[src/hw/msr_defs.vh]
// Offsets, field positions, reset values and sizes of the sensor output and status register group.
// Assumes an 8-bit register address space and 8-bit register data.
`ifndef MSR_DEFS_VH
`define MSR_DEFS_VH

`define MSR_ADDR_W            8
`define MSR_DATA_W            8

`define MSR_OFS_MOTION_THR    8'h1f
`define MSR_OFS_INT_FLAGS     8'h3a
`define MSR_OFS_ACCEL_X_HI    8'h3b
`define MSR_OFS_ACCEL_X_LO    8'h3c
`define MSR_OFS_ACCEL_Y_HI    8'h3d
`define MSR_OFS_ACCEL_Y_LO    8'h3e
`define MSR_OFS_ACCEL_Z_HI    8'h3f
`define MSR_OFS_ACCEL_Z_LO    8'h40
`define MSR_OFS_TEMP_HI       8'h41
`define MSR_OFS_TEMP_LO       8'h42
`define MSR_OFS_RATE_X_HI     8'h43
`define MSR_OFS_RATE_X_LO     8'h44
`define MSR_OFS_RATE_Y_HI     8'h45
`define MSR_OFS_RATE_Y_LO     8'h46
`define MSR_OFS_RATE_Z_HI     8'h47
`define MSR_OFS_RATE_Z_LO     8'h48
`define MSR_OFS_PATH_RESET    8'h68
`define MSR_OFS_MOTION_CTRL   8'h69
`define MSR_OFS_USER_CTRL     8'h6a

`define MSR_FLAG_WAKE_HI      7
`define MSR_FLAG_WAKE_LO      5
`define MSR_FLAG_OVERFLOW     4
`define MSR_FLAG_DRIVE_READY  2
`define MSR_FLAG_SAMPLE_READY 0

`define MSR_BIT_ACCEL_RST     1
`define MSR_BIT_TEMP_RST      0
`define MSR_BIT_ALL_RST       0
`define MSR_BIT_DETECT_EN     7
`define MSR_BIT_COMPARE_MODE  6

`define MSR_WAKE_ENABLED      3'h7
`define MSR_RST_MOTION_THR    8'h00
`define MSR_RST_MOTION_CTRL   2'h0
`define MSR_RST_SAMPLE        16'h0000
`define MSR_RST_FLAG          1'b0
`define MSR_READ_NONE         8'h00

`define MSR_SAMPLE_WORDS      7
`define MSR_SAMPLE_W          16
`define MSR_ACCEL_AXES        3

`endif

[src/hw/msr_sample_bank.v]
// Holds the seven 16-bit sensor output words: accel X/Y/Z, temperature, rate X/Y/Z.
// Assumes the front end presents one complete sample set per sample_valid_i pulse.
`timescale 1ns/10ps
`include "msr_defs.vh"

module msr_sample_bank #(
    parameter WORDS = `MSR_SAMPLE_WORDS,
    parameter W     = `MSR_SAMPLE_W
) (
    input  wire               clk_i,
    input  wire               srst_i,
    input  wire               capture_i,
    input  wire               clear_i,
    input  wire [WORDS*W-1:0] sample_i,
    output wire [WORDS*W-1:0] words_o
);

    reg [W-1:0] word_q [0:WORDS-1];

    // Every word loads on the same strike, so the bank never holds words from two samples.
    genvar gi;
    generate
        for (gi = 0; gi < WORDS; gi = gi + 1) begin : g_word
            always @(posedge clk_i) begin
                if (srst_i || clear_i) begin
                    word_q[gi] <= `MSR_RST_SAMPLE;
                end else if (capture_i) begin
                    word_q[gi] <= sample_i[gi*W +: W];
                end
            end
            assign words_o[gi*W +: W] = word_q[gi];
        end
    endgenerate

endmodule

[src/hw/msr_motion_det.v]
// Wake-on-motion detector: compares each accelerometer sample with the one before it.
// Assumes accel_i is valid in the cycle sample_i is high.
`timescale 1ns/10ps
`include "msr_defs.vh"

module msr_motion_det #(
    parameter AXES      = `MSR_ACCEL_AXES,
    parameter W         = `MSR_SAMPLE_W,
    parameter THR_SHIFT = 0
) (
    input  wire              clk_i,
    input  wire              srst_i,
    input  wire              path_rst_i,
    input  wire              enable_i,
    input  wire              compare_mode_i,
    input  wire [7:0]        threshold_i,
    input  wire              sample_i,
    input  wire [AXES*W-1:0] accel_i,
    output reg               event_o
);

    reg  [AXES*W-1:0] prev_q;
    reg               have_prev_q;
    wire [AXES-1:0]   over;
    wire [W:0]        limit = {{(W-8){1'b0}}, threshold_i, 1'b0} >> (1 + 0) << THR_SHIFT;
    wire              run = enable_i && compare_mode_i;

    genvar gi;
    generate
        for (gi = 0; gi < AXES; gi = gi + 1) begin : g_axis
            wire signed [W:0] diff = $signed({accel_i[gi*W+W-1], accel_i[gi*W +: W]})
                                   - $signed({prev_q[gi*W+W-1], prev_q[gi*W +: W]});
            wire [W:0] mag = diff[W] ? (~diff + 1'b1) : diff;
            assign over[gi] = (mag > limit);
        end
    endgenerate

    always @(posedge clk_i) begin
        if (srst_i || path_rst_i || !run) begin
            prev_q      <= {AXES*W{1'b0}};
            have_prev_q <= 1'b0;
            event_o     <= 1'b0;
        end else begin
            event_o <= 1'b0;
            if (sample_i) begin
                prev_q      <= accel_i;
                have_prev_q <= 1'b1;
                event_o     <= have_prev_q && (|over);
            end
        end
    end

endmodule

[src/hw/msr_regs.v]
// Interrupt status, sensor output, path reset and motion control registers of the sensor core.
// Assumes a simple synchronous register port driven by the serial host interface front end.
//
// Function
// - Motion event shows as 111 in flag bits 7:5, cleared by status read.
// - Overflow flag bit 4 sets on queue overflow, cleared by status read.
// - Sample-ready flag bit 0 sets on data-ready, cleared by status read.
// - Drive-ready flag in bit 2; bits 3 and 1 read zero.
// - Accel X/Y/Z high then low bytes at 3b..40, read only.
// - Temperature high byte at 41, low byte at 42, read only.
// - Rate X/Y/Z high then low bytes at 43..48, read only.
// - Rate codes pass through proportional to angular rate, 65.5 codes per dps.
// - Accel path reset bit resets accel path, output words kept.
// - Temperature path reset bit resets temperature path, output words kept.
// - Motion detector runs only while detect enable bit 7 is one.
// - Compare mode bit 6 one compares with previous sample; zero not used.
// - Host-writable 8-bit motion threshold steers the detector.
// - Any-read-clears option clears status on every read.
// - Motion flag raised only when the three enable bits are all ones.
// - All-paths reset resets every path and clears all output words.
`timescale 1ns/10ps
`include "msr_defs.vh"

module msr_regs #(
    parameter THR_SHIFT = 0
) (
    input  wire        clk_i,
    input  wire        srst_i,
    input  wire [7:0]  reg_addr_i,
    input  wire        reg_wr_i,
    input  wire        reg_rd_i,
    input  wire [7:0]  reg_wdata_i,
    output reg  [7:0]  reg_rdata_o,
    output reg         reg_rvalid_o,
    input  wire        sample_valid_i,
    input  wire [15:0] accel_x_i,
    input  wire [15:0] accel_y_i,
    input  wire [15:0] accel_z_i,
    input  wire [15:0] temp_i,
    input  wire [15:0] rate_x_i,
    input  wire [15:0] rate_y_i,
    input  wire [15:0] rate_z_i,
    input  wire        queue_overflow_i,
    input  wire        gyro_drive_ready_i,
    input  wire [2:0]  motion_wake_irq_enable_i,
    input  wire        any_read_clears_i,
    output wire [7:0]  status_o,
    output reg         accel_path_rst_o,
    output reg         temp_path_rst_o,
    output reg         gyro_path_rst_o
);

    localparam W     = `MSR_SAMPLE_W;
    localparam WORDS = `MSR_SAMPLE_WORDS;

    reg        motion_wake_status_q;
    reg        queue_overflow_flag_q;
    reg        gyro_drive_ready_flag_q;
    reg        sample_ready_flag_q;
    reg        motion_wake_status_d;
    reg        queue_overflow_flag_d;
    reg        gyro_drive_ready_flag_d;
    reg        sample_ready_flag_d;
    reg [7:0]  motion_threshold_q;
    reg        motion_detect_enable_q;
    reg        motion_compare_mode_q;
    reg        accel_rst_q;
    reg        temp_rst_q;
    reg        all_paths_reset_q;

    wire [WORDS*W-1:0] words;
    wire               motion_event;
    wire               capture;
    wire               status_clear;
    wire               wake_set;
    wire [W-1:0]       accel_x_word;
    wire [W-1:0]       accel_y_word;
    wire [W-1:0]       accel_z_word;
    wire [W-1:0]       temp_word;
    wire [W-1:0]       rate_x_word;
    wire [W-1:0]       rate_y_word;
    wire [W-1:0]       rate_z_word;
    reg  [7:0]         rd_byte;

    // A sample arriving during a path reset belongs to a flushed pipeline, so it is dropped.
    assign capture = sample_valid_i && !accel_rst_q && !temp_rst_q && !all_paths_reset_q;

    // The front end scales rate codes; they are stored unaltered so proportionality is kept.
    msr_sample_bank #(
        .WORDS (WORDS),
        .W     (W)
    ) i_msr_sample_bank (
        .clk_i     (clk_i),
        .srst_i    (srst_i),
        .capture_i (capture),
        .clear_i   (all_paths_reset_q),
        .sample_i  ({rate_z_i, rate_y_i, rate_x_i, temp_i, accel_z_i, accel_y_i, accel_x_i}),
        .words_o   (words)
    );

    msr_motion_det #(
        .AXES      (`MSR_ACCEL_AXES),
        .W         (W),
        .THR_SHIFT (THR_SHIFT)
    ) i_msr_motion_det (
        .clk_i          (clk_i),
        .srst_i         (srst_i),
        .path_rst_i     (accel_rst_q || all_paths_reset_q),
        .enable_i       (motion_detect_enable_q),
        .compare_mode_i (motion_compare_mode_q),
        .threshold_i    (motion_threshold_q),
        .sample_i       (capture),
        .accel_i        ({accel_z_i, accel_y_i, accel_x_i}),
        .event_o        (motion_event)
    );

    assign status_clear = reg_rd_i && (any_read_clears_i || (reg_addr_i == `MSR_OFS_INT_FLAGS));

    assign wake_set = motion_event && (motion_wake_irq_enable_i == `MSR_WAKE_ENABLED);

    // Flags: the clear is applied first and the sets after it, so a set in the same cycle
    // as the clearing read wins and no event is lost.
    always @* begin
        motion_wake_status_d    = motion_wake_status_q;
        queue_overflow_flag_d   = queue_overflow_flag_q;
        gyro_drive_ready_flag_d = gyro_drive_ready_flag_q;
        sample_ready_flag_d     = sample_ready_flag_q;
        if (status_clear) begin
            motion_wake_status_d    = 1'b0;
            queue_overflow_flag_d   = 1'b0;
            gyro_drive_ready_flag_d = 1'b0;
            sample_ready_flag_d     = 1'b0;
        end
        if (wake_set) begin
            motion_wake_status_d = 1'b1;
        end
        if (queue_overflow_i) begin
            queue_overflow_flag_d = 1'b1;
        end
        if (gyro_drive_ready_i) begin
            gyro_drive_ready_flag_d = 1'b1;
        end
        if (capture) begin
            sample_ready_flag_d = 1'b1;
        end
    end

    // The flags sit in flip-flops so that status_o never glitches while the host samples it.
    always @(posedge clk_i) begin
        if (srst_i) begin
            motion_wake_status_q    <= `MSR_RST_FLAG;
            queue_overflow_flag_q   <= `MSR_RST_FLAG;
            gyro_drive_ready_flag_q <= `MSR_RST_FLAG;
            sample_ready_flag_q     <= `MSR_RST_FLAG;
        end else begin
            motion_wake_status_q    <= motion_wake_status_d;
            queue_overflow_flag_q   <= queue_overflow_flag_d;
            gyro_drive_ready_flag_q <= gyro_drive_ready_flag_d;
            sample_ready_flag_q     <= sample_ready_flag_d;
        end
    end

    // Reserved bits 3 and 1 are held at zero.
    assign status_o = {{3{motion_wake_status_q}}, queue_overflow_flag_q, 1'b0,
                       gyro_drive_ready_flag_q, 1'b0, sample_ready_flag_q};

    // Control registers; path reset bits last exactly one cycle.
    always @(posedge clk_i) begin
        if (srst_i) begin
            motion_threshold_q     <= `MSR_RST_MOTION_THR;
            motion_detect_enable_q <= 1'b0;
            motion_compare_mode_q  <= 1'b0;
            accel_rst_q            <= 1'b0;
            temp_rst_q             <= 1'b0;
            all_paths_reset_q      <= 1'b0;
        end else begin
            accel_rst_q       <= 1'b0;
            temp_rst_q        <= 1'b0;
            all_paths_reset_q <= 1'b0;
            if (reg_wr_i) begin
                case (reg_addr_i)
                    `MSR_OFS_MOTION_THR: begin
                        motion_threshold_q <= reg_wdata_i;
                    end
                    `MSR_OFS_PATH_RESET: begin
                        accel_rst_q <= reg_wdata_i[`MSR_BIT_ACCEL_RST];
                        temp_rst_q  <= reg_wdata_i[`MSR_BIT_TEMP_RST];
                    end
                    `MSR_OFS_MOTION_CTRL: begin
                        motion_detect_enable_q <= reg_wdata_i[`MSR_BIT_DETECT_EN];
                        motion_compare_mode_q  <= reg_wdata_i[`MSR_BIT_COMPARE_MODE];
                    end
                    `MSR_OFS_USER_CTRL: begin
                        all_paths_reset_q <= reg_wdata_i[`MSR_BIT_ALL_RST];
                    end
                    default: begin
                        all_paths_reset_q <= 1'b0;
                    end
                endcase
            end
        end
    end

    // Path reset strobes to the front end follow the control bits one cycle later.
    always @(posedge clk_i) begin
        if (srst_i) begin
            accel_path_rst_o <= 1'b0;
            temp_path_rst_o  <= 1'b0;
            gyro_path_rst_o  <= 1'b0;
        end else begin
            accel_path_rst_o <= accel_rst_q || all_paths_reset_q;
            temp_path_rst_o  <= temp_rst_q || all_paths_reset_q;
            gyro_path_rst_o  <= all_paths_reset_q;
        end
    end

    // Bank order: accel X, Y, Z, temperature, rate X, Y, Z.
    assign accel_x_word = words[0 +: W];
    assign accel_y_word = words[W +: W];
    assign accel_z_word = words[2*W +: W];
    assign temp_word    = words[3*W +: W];
    assign rate_x_word  = words[4*W +: W];
    assign rate_y_word  = words[5*W +: W];
    assign rate_z_word  = words[6*W +: W];

    // The high byte sits at the lower address, so a burst reads each word sign first.
    always @* begin
        rd_byte = `MSR_READ_NONE;
        case (reg_addr_i)
            `MSR_OFS_MOTION_THR: begin
                rd_byte = motion_threshold_q;
            end
            `MSR_OFS_INT_FLAGS: begin
                rd_byte = status_o;
            end
            `MSR_OFS_ACCEL_X_HI: begin
                rd_byte = accel_x_word[15:8];
            end
            `MSR_OFS_ACCEL_X_LO: begin
                rd_byte = accel_x_word[7:0];
            end
            `MSR_OFS_ACCEL_Y_HI: begin
                rd_byte = accel_y_word[15:8];
            end
            `MSR_OFS_ACCEL_Y_LO: begin
                rd_byte = accel_y_word[7:0];
            end
            `MSR_OFS_ACCEL_Z_HI: begin
                rd_byte = accel_z_word[15:8];
            end
            `MSR_OFS_ACCEL_Z_LO: begin
                rd_byte = accel_z_word[7:0];
            end
            `MSR_OFS_TEMP_HI: begin
                rd_byte = temp_word[15:8];
            end
            `MSR_OFS_TEMP_LO: begin
                rd_byte = temp_word[7:0];
            end
            `MSR_OFS_RATE_X_HI: begin
                rd_byte = rate_x_word[15:8];
            end
            `MSR_OFS_RATE_X_LO: begin
                rd_byte = rate_x_word[7:0];
            end
            `MSR_OFS_RATE_Y_HI: begin
                rd_byte = rate_y_word[15:8];
            end
            `MSR_OFS_RATE_Y_LO: begin
                rd_byte = rate_y_word[7:0];
            end
            `MSR_OFS_RATE_Z_HI: begin
                rd_byte = rate_z_word[15:8];
            end
            `MSR_OFS_RATE_Z_LO: begin
                rd_byte = rate_z_word[7:0];
            end
            `MSR_OFS_PATH_RESET: begin
                rd_byte = {6'h00, accel_rst_q, temp_rst_q};
            end
            `MSR_OFS_MOTION_CTRL: begin
                rd_byte = {motion_detect_enable_q, motion_compare_mode_q, 6'h00};
            end
            `MSR_OFS_USER_CTRL: begin
                rd_byte = {7'h00, all_paths_reset_q};
            end
            default: begin
                rd_byte = `MSR_READ_NONE;
            end
        endcase
    end

    // Read data registers the value seen before the clear that the same read triggers.
    always @(posedge clk_i) begin
        if (srst_i) begin
            reg_rdata_o  <= `MSR_READ_NONE;
            reg_rvalid_o <= 1'b0;
        end else begin
            reg_rvalid_o <= reg_rd_i;
            if (reg_rd_i) begin
                reg_rdata_o <= rd_byte;
            end
        end
    end

endmodule

[config.mk]
export PLATFORM = sky130hd
export DESIGN_NAME = msr_regs
export DESIGN_NICKNAME = d
export VERILOG_FILES = /design/src/hw/msr_sample_bank.v /design/src/hw/msr_motion_det.v /design/src/hw/msr_regs.v
export VERILOG_INCLUDE_DIRS = /design/src /design/src/hw
export SDC_FILE = /design/constraint.sdc
export NUM_CORES = 1
export LEC_CHECK = 0
export ABC_AREA = 1
export BUFFER_PORTS_ARGS = -buffer_cell sky130_fd_sc_hd__buf_2
export CAP_MARGIN = 20
export CELL_PAD_IN_SITES_DETAIL_PLACEMENT = 1
export CELL_PAD_IN_SITES_GLOBAL_PLACEMENT = 2
export CORE_MARGIN = 1.5
export CORE_UTILIZATION = 30
export DETAILED_ROUTE_END_ITERATION = 10
export PLACE_DENSITY_LB_ADDON = 0.08
export SKIP_LAST_GASP = 1
export SYNTH_ARGS = -nofsm -noshare
export SYNTH_HDL_FRONTEND = slang
export SYNTH_SLANG_ARGS = --single-unit
[constraint.sdc]
create_clock -name clk_i -period 6.82 [get_ports clk_i]
set_input_delay 2.046 -clock clk_i [delete_from_list [all_inputs] [get_ports clk_i]]
set_output_delay 2.046 -clock clk_i [all_outputs]
set_load 0.01 [all_outputs]
==> out/qor.yml <==
global_routing:
  overflow: 0
  grt_util_met3: 0.0275
  grtUsageMet2: 0.388
  grt.total_usage: 0.227
  antenna_found_initial: 0
  grtUsageMet1: 0.306
  grt_pass1_vias: 13100
  grt_pass1_wl_um: 76500
  top_usage_layer: "met2"
  grt_max_degree: 62
power_and_ir_drop:
  p_clk_frac: 0.365
  p_seq_frac: 0.443
  p_comb_frac: 0.193
  pwr_density_cell_nw_per_um2: 193
  ir_drop_v: 0.000116
  switching_share: 0.322
  cellInternalPower_mw: 2.00
  leakagePower_nw: 7.45
  switchingPower_uw: 952
clock_network:
  holdBufCountCts: 0
  cts-resized-gates: 0
  clock_sinks: 191
  postCtsSetupBuffers: 0
  numCtsBuffers: 17
  clk_pin_slew_ns: 0.08
  clock_latency_ns: 0.49
  ctsLongestPathBuffers: 2
  cts_tree: "built"
  cts-root-buf: "clkbuf_16"
  htreeDepth: 4
setup_path:
  r2r_cells: 34
  critPathMaxStageDelay_ns: 0.40
  crit_path_start_kind: "primary input"
  reg2reg_from: "i_msr_motion_det.prev_q[16]"
  crit_required_ns: 7.20
  path_delay_family: "simple AND/OR/NAND/NOR gates"
  crit_buf_inv: 5
  end_kind: "flop"
  r2r-end: "i_msr_motion_det.event_o"
  worstPathArrival_ns: 5.98
  ff2ff_setup_slack_ns: 2.60
  path_common_cell: "nand2_1"
  critical_path_class: "primary input to flop"
  cp_slowest_cell: "fa_1"
  cp_max_fo: 22
timing:
  worst_pin_slew_ns: 1.12
  slew_headroom: 0.251
  final.setup_skew_ns: 0.0137
  grt_setup_unrepaired: "false"
  setup_viol: 0
  slew_violations: 0
  hold_viol: 0
  hold_ws_ns: 0.462
  fmaxAchievable_ghz: 0.178
  final.period_utilization: 0.822
  finalSetupTns_ns: 0
  period_minus_slack_ns: 5.61
die:
  ioPinCount: 159
  core-area_um2: 43400
  start_util: 0.306
  die-area_um2: 45500
  rows: 76
  die_h_um: 213
  chipWidth_um: 213
drt:
  detail-route-antenna-nets: 0
  drc: 0
  drt-total-wl_um: 50000
  drt_iter0_markers: 685
  wire_per_inst_um: 18.8
  viasPerCell: 4.79
  drt_first_pass_iters: 5
  vias: 12700
synthesis:
  synth_top_family_by_area: "simple AND/OR/NAND/NOR gates"
  synth-edff-count: 112
  syn_avg_cell_area_um2: 6.93
  synth_ff_type: "edfxtp_1"
  yosysWarnings: 0
  synth-simple-area-share: 0.329
  yosysSeqAreaShare: 0.372
  synth_cell_type_count: 48
  syn_inst: 1915
  synth_seq_cells: 191
  synth-compound-area-share: 0.0907
  synth.largest_area_cell: "edfxtp_1"
  synth-async-reset-ratio: 0
  synth_fa_ha_area_frac: 0.0752
  synth_xor_area_frac: 0.0177
  synthMuxAreaShare: 0
  synth_top_area_frac: 0.253
  synth_area_leaders: "edfxtp_1 25%, nand2_1 15%, dfxtp_1 12%, inv_1 9.5%, ha_1 7.1%"
  netlist_area_um2: 13300
cells_and_area:
  final_nets: 2275
  drive_above_1_share: 0.126
  layout_common_cells: "544 x nand2_1, 335 x inv_1, 246 x nor2_1"
  area_growth_pct: 15.0
  num_antenna_cells: 0
  final_common_cell: "nand2_1"
  fillers: 5574
flow_run:
  drv_cap: 0
worst_hold_path:
  holdPathEnd: "i_msr_motion_det.prev_q[44]"
  hp-class: "flop to flop"
  min_path_cells: 2
  min-delay-start: "i_msr_motion_det.prev_q[44]"
run_status:
  outcome: "completed"
place:
  gp_congestion: 0.891
  portBuffers: 156
  dp.final_hpwl_um: 40500
layer usage:
| layer | vias to the layer above | wire [um] |
|---|---|---|
| li1 | 6402 | - |
| met1 | 6142 | 24300 |
| met2 | 166 | 23800 |
| met3 | 22 | 1400 |
| met4 | 0 | 490 |
| met5 | - | 0 |
power groups by stage:
stage | clock network (mW) | logic [mW] | registers (mW)
final | 1.08 | 0.569 | 1.31
after global routing | 1.14 | 0.654 | 1.31
after CTS | 1.11 | 0.578 | 1.31
after detailed placement | 0 | 0.574 | 1.33
after global placement | 0 | 0.563 | 1.33
after floorplan | 0 | 0.378 | 1.32
state kept, by name (all words and copies together) (netlist names), 8 cells and up:
| register | count |
|---|---|
| i_msr_motion_det.prev_q | 48 |
| motion_threshold_q | 8 |
| reg_rdata_o | 8 |
| i_msr_sample_bank.word_q | 112 |
cell usage after synthesis (2+ instances only):
cell type / number
inv_2: 8
nand4_1: 36
nor2_1: 246
o22ai_1: 3
a221oi_1: 23
nand2_4: 3
ha_1: 75
nand3_2: 8
buf_1: 2
and2_1: 2
nand2_1: 545
a211oi_1: 2
clkbuf_1: 29
fa_1: 3
inv_1: 335
nand3b_1: 9
buf_6: 4
a21oi_1: 110
nand2_2: 27
o21a_1: 2
o31ai_1: 2
a22o_1: 13
nor3_1: 12
o21bai_1: 3
buf_4: 9
xor2_1: 20
o211ai_1: 2
o221ai_1: 4
edfxtp_1: 112
dfxtp_1: 79
o21ai_1: 3
nand3_1: 128
o21ai_0: 26
and3_1: 3
xnor2_1: 5
a21o_1: 4
nor2_2: 7
worst max path at each step:
stage,from,cells past startpoint,slack (ns),end
floorplan,sample_valid_i,4,0.31,i_msr_sample_bank.word_q[0][0]
CTS,accel_y_i[0],36,1.27,i_msr_motion_det.event_o
global route,accel_y_i[0],36,0.73,i_msr_motion_det.event_o
global placement,accel_y_i[0],36,0.85,i_msr_motion_det.event_o
detailed placement,accel_y_i[0],36,0.73,i_msr_motion_det.event_o
finish,accel_y_i[0],36,1.21,i_msr_motion_det.event_o
through the flow:
stage                     worst slack, ns  area, um^2  utilization  cells  total power, mW
after floorplan                     0.312       13300            -   1916             1.70
after global placement              0.847       14700        0.338   2623             1.90
after detailed placement            0.733       14700        0.338   2624             1.91
after CTS                            1.27       15300        0.352   2656             3.00
after global routing                0.727       15300        0.352   2656             3.11
final                                1.21       15300        0.352   2656             2.95
area by class of cell:
class / count / area [um^2] / area share
Tap cell: 585 / 732 / 0.0479
Clock inverter: 14 / 165 / 0.0108
Inverter: 344 / 1290 / 0.0846
Sequential cell: 191 / 4940 / 0.324
Timing Repair Buffer: 168 / 868 / 0.0569
Multi-Input combinational cell: 1336 / 6830 / 0.447
Clock buffer: 18 / 439 / 0.0288
cell families after synthesis:
logic type                 count (synthesis)
AOI/OAI and AO/OA                        200
DFF                                      191
and+or+nand+nor                         1030
buffers and inverters                    389
xor gates and xnor gates                  26
adders and majority gates                 78
other                                      1
worst register-to-register path: cells and delay by family, from the launching register on:
| kind | cells | cell delay, ns |
|---|---|---|
| AND/OR/NAND/NOR | 26 | 2.28 |
| AO/OA/AOI/OAI | 1 | 0.12 |
| adder cells (fa/ha/maj) | 3 | 0.91 |
| XOR/XNOR | 1 | 0.15 |
| buffers and inverters | 3 | 0.33 |
| flip-flops | 1 | 0.33 |
Note: power is estimated with default switching activity, not from simulation.
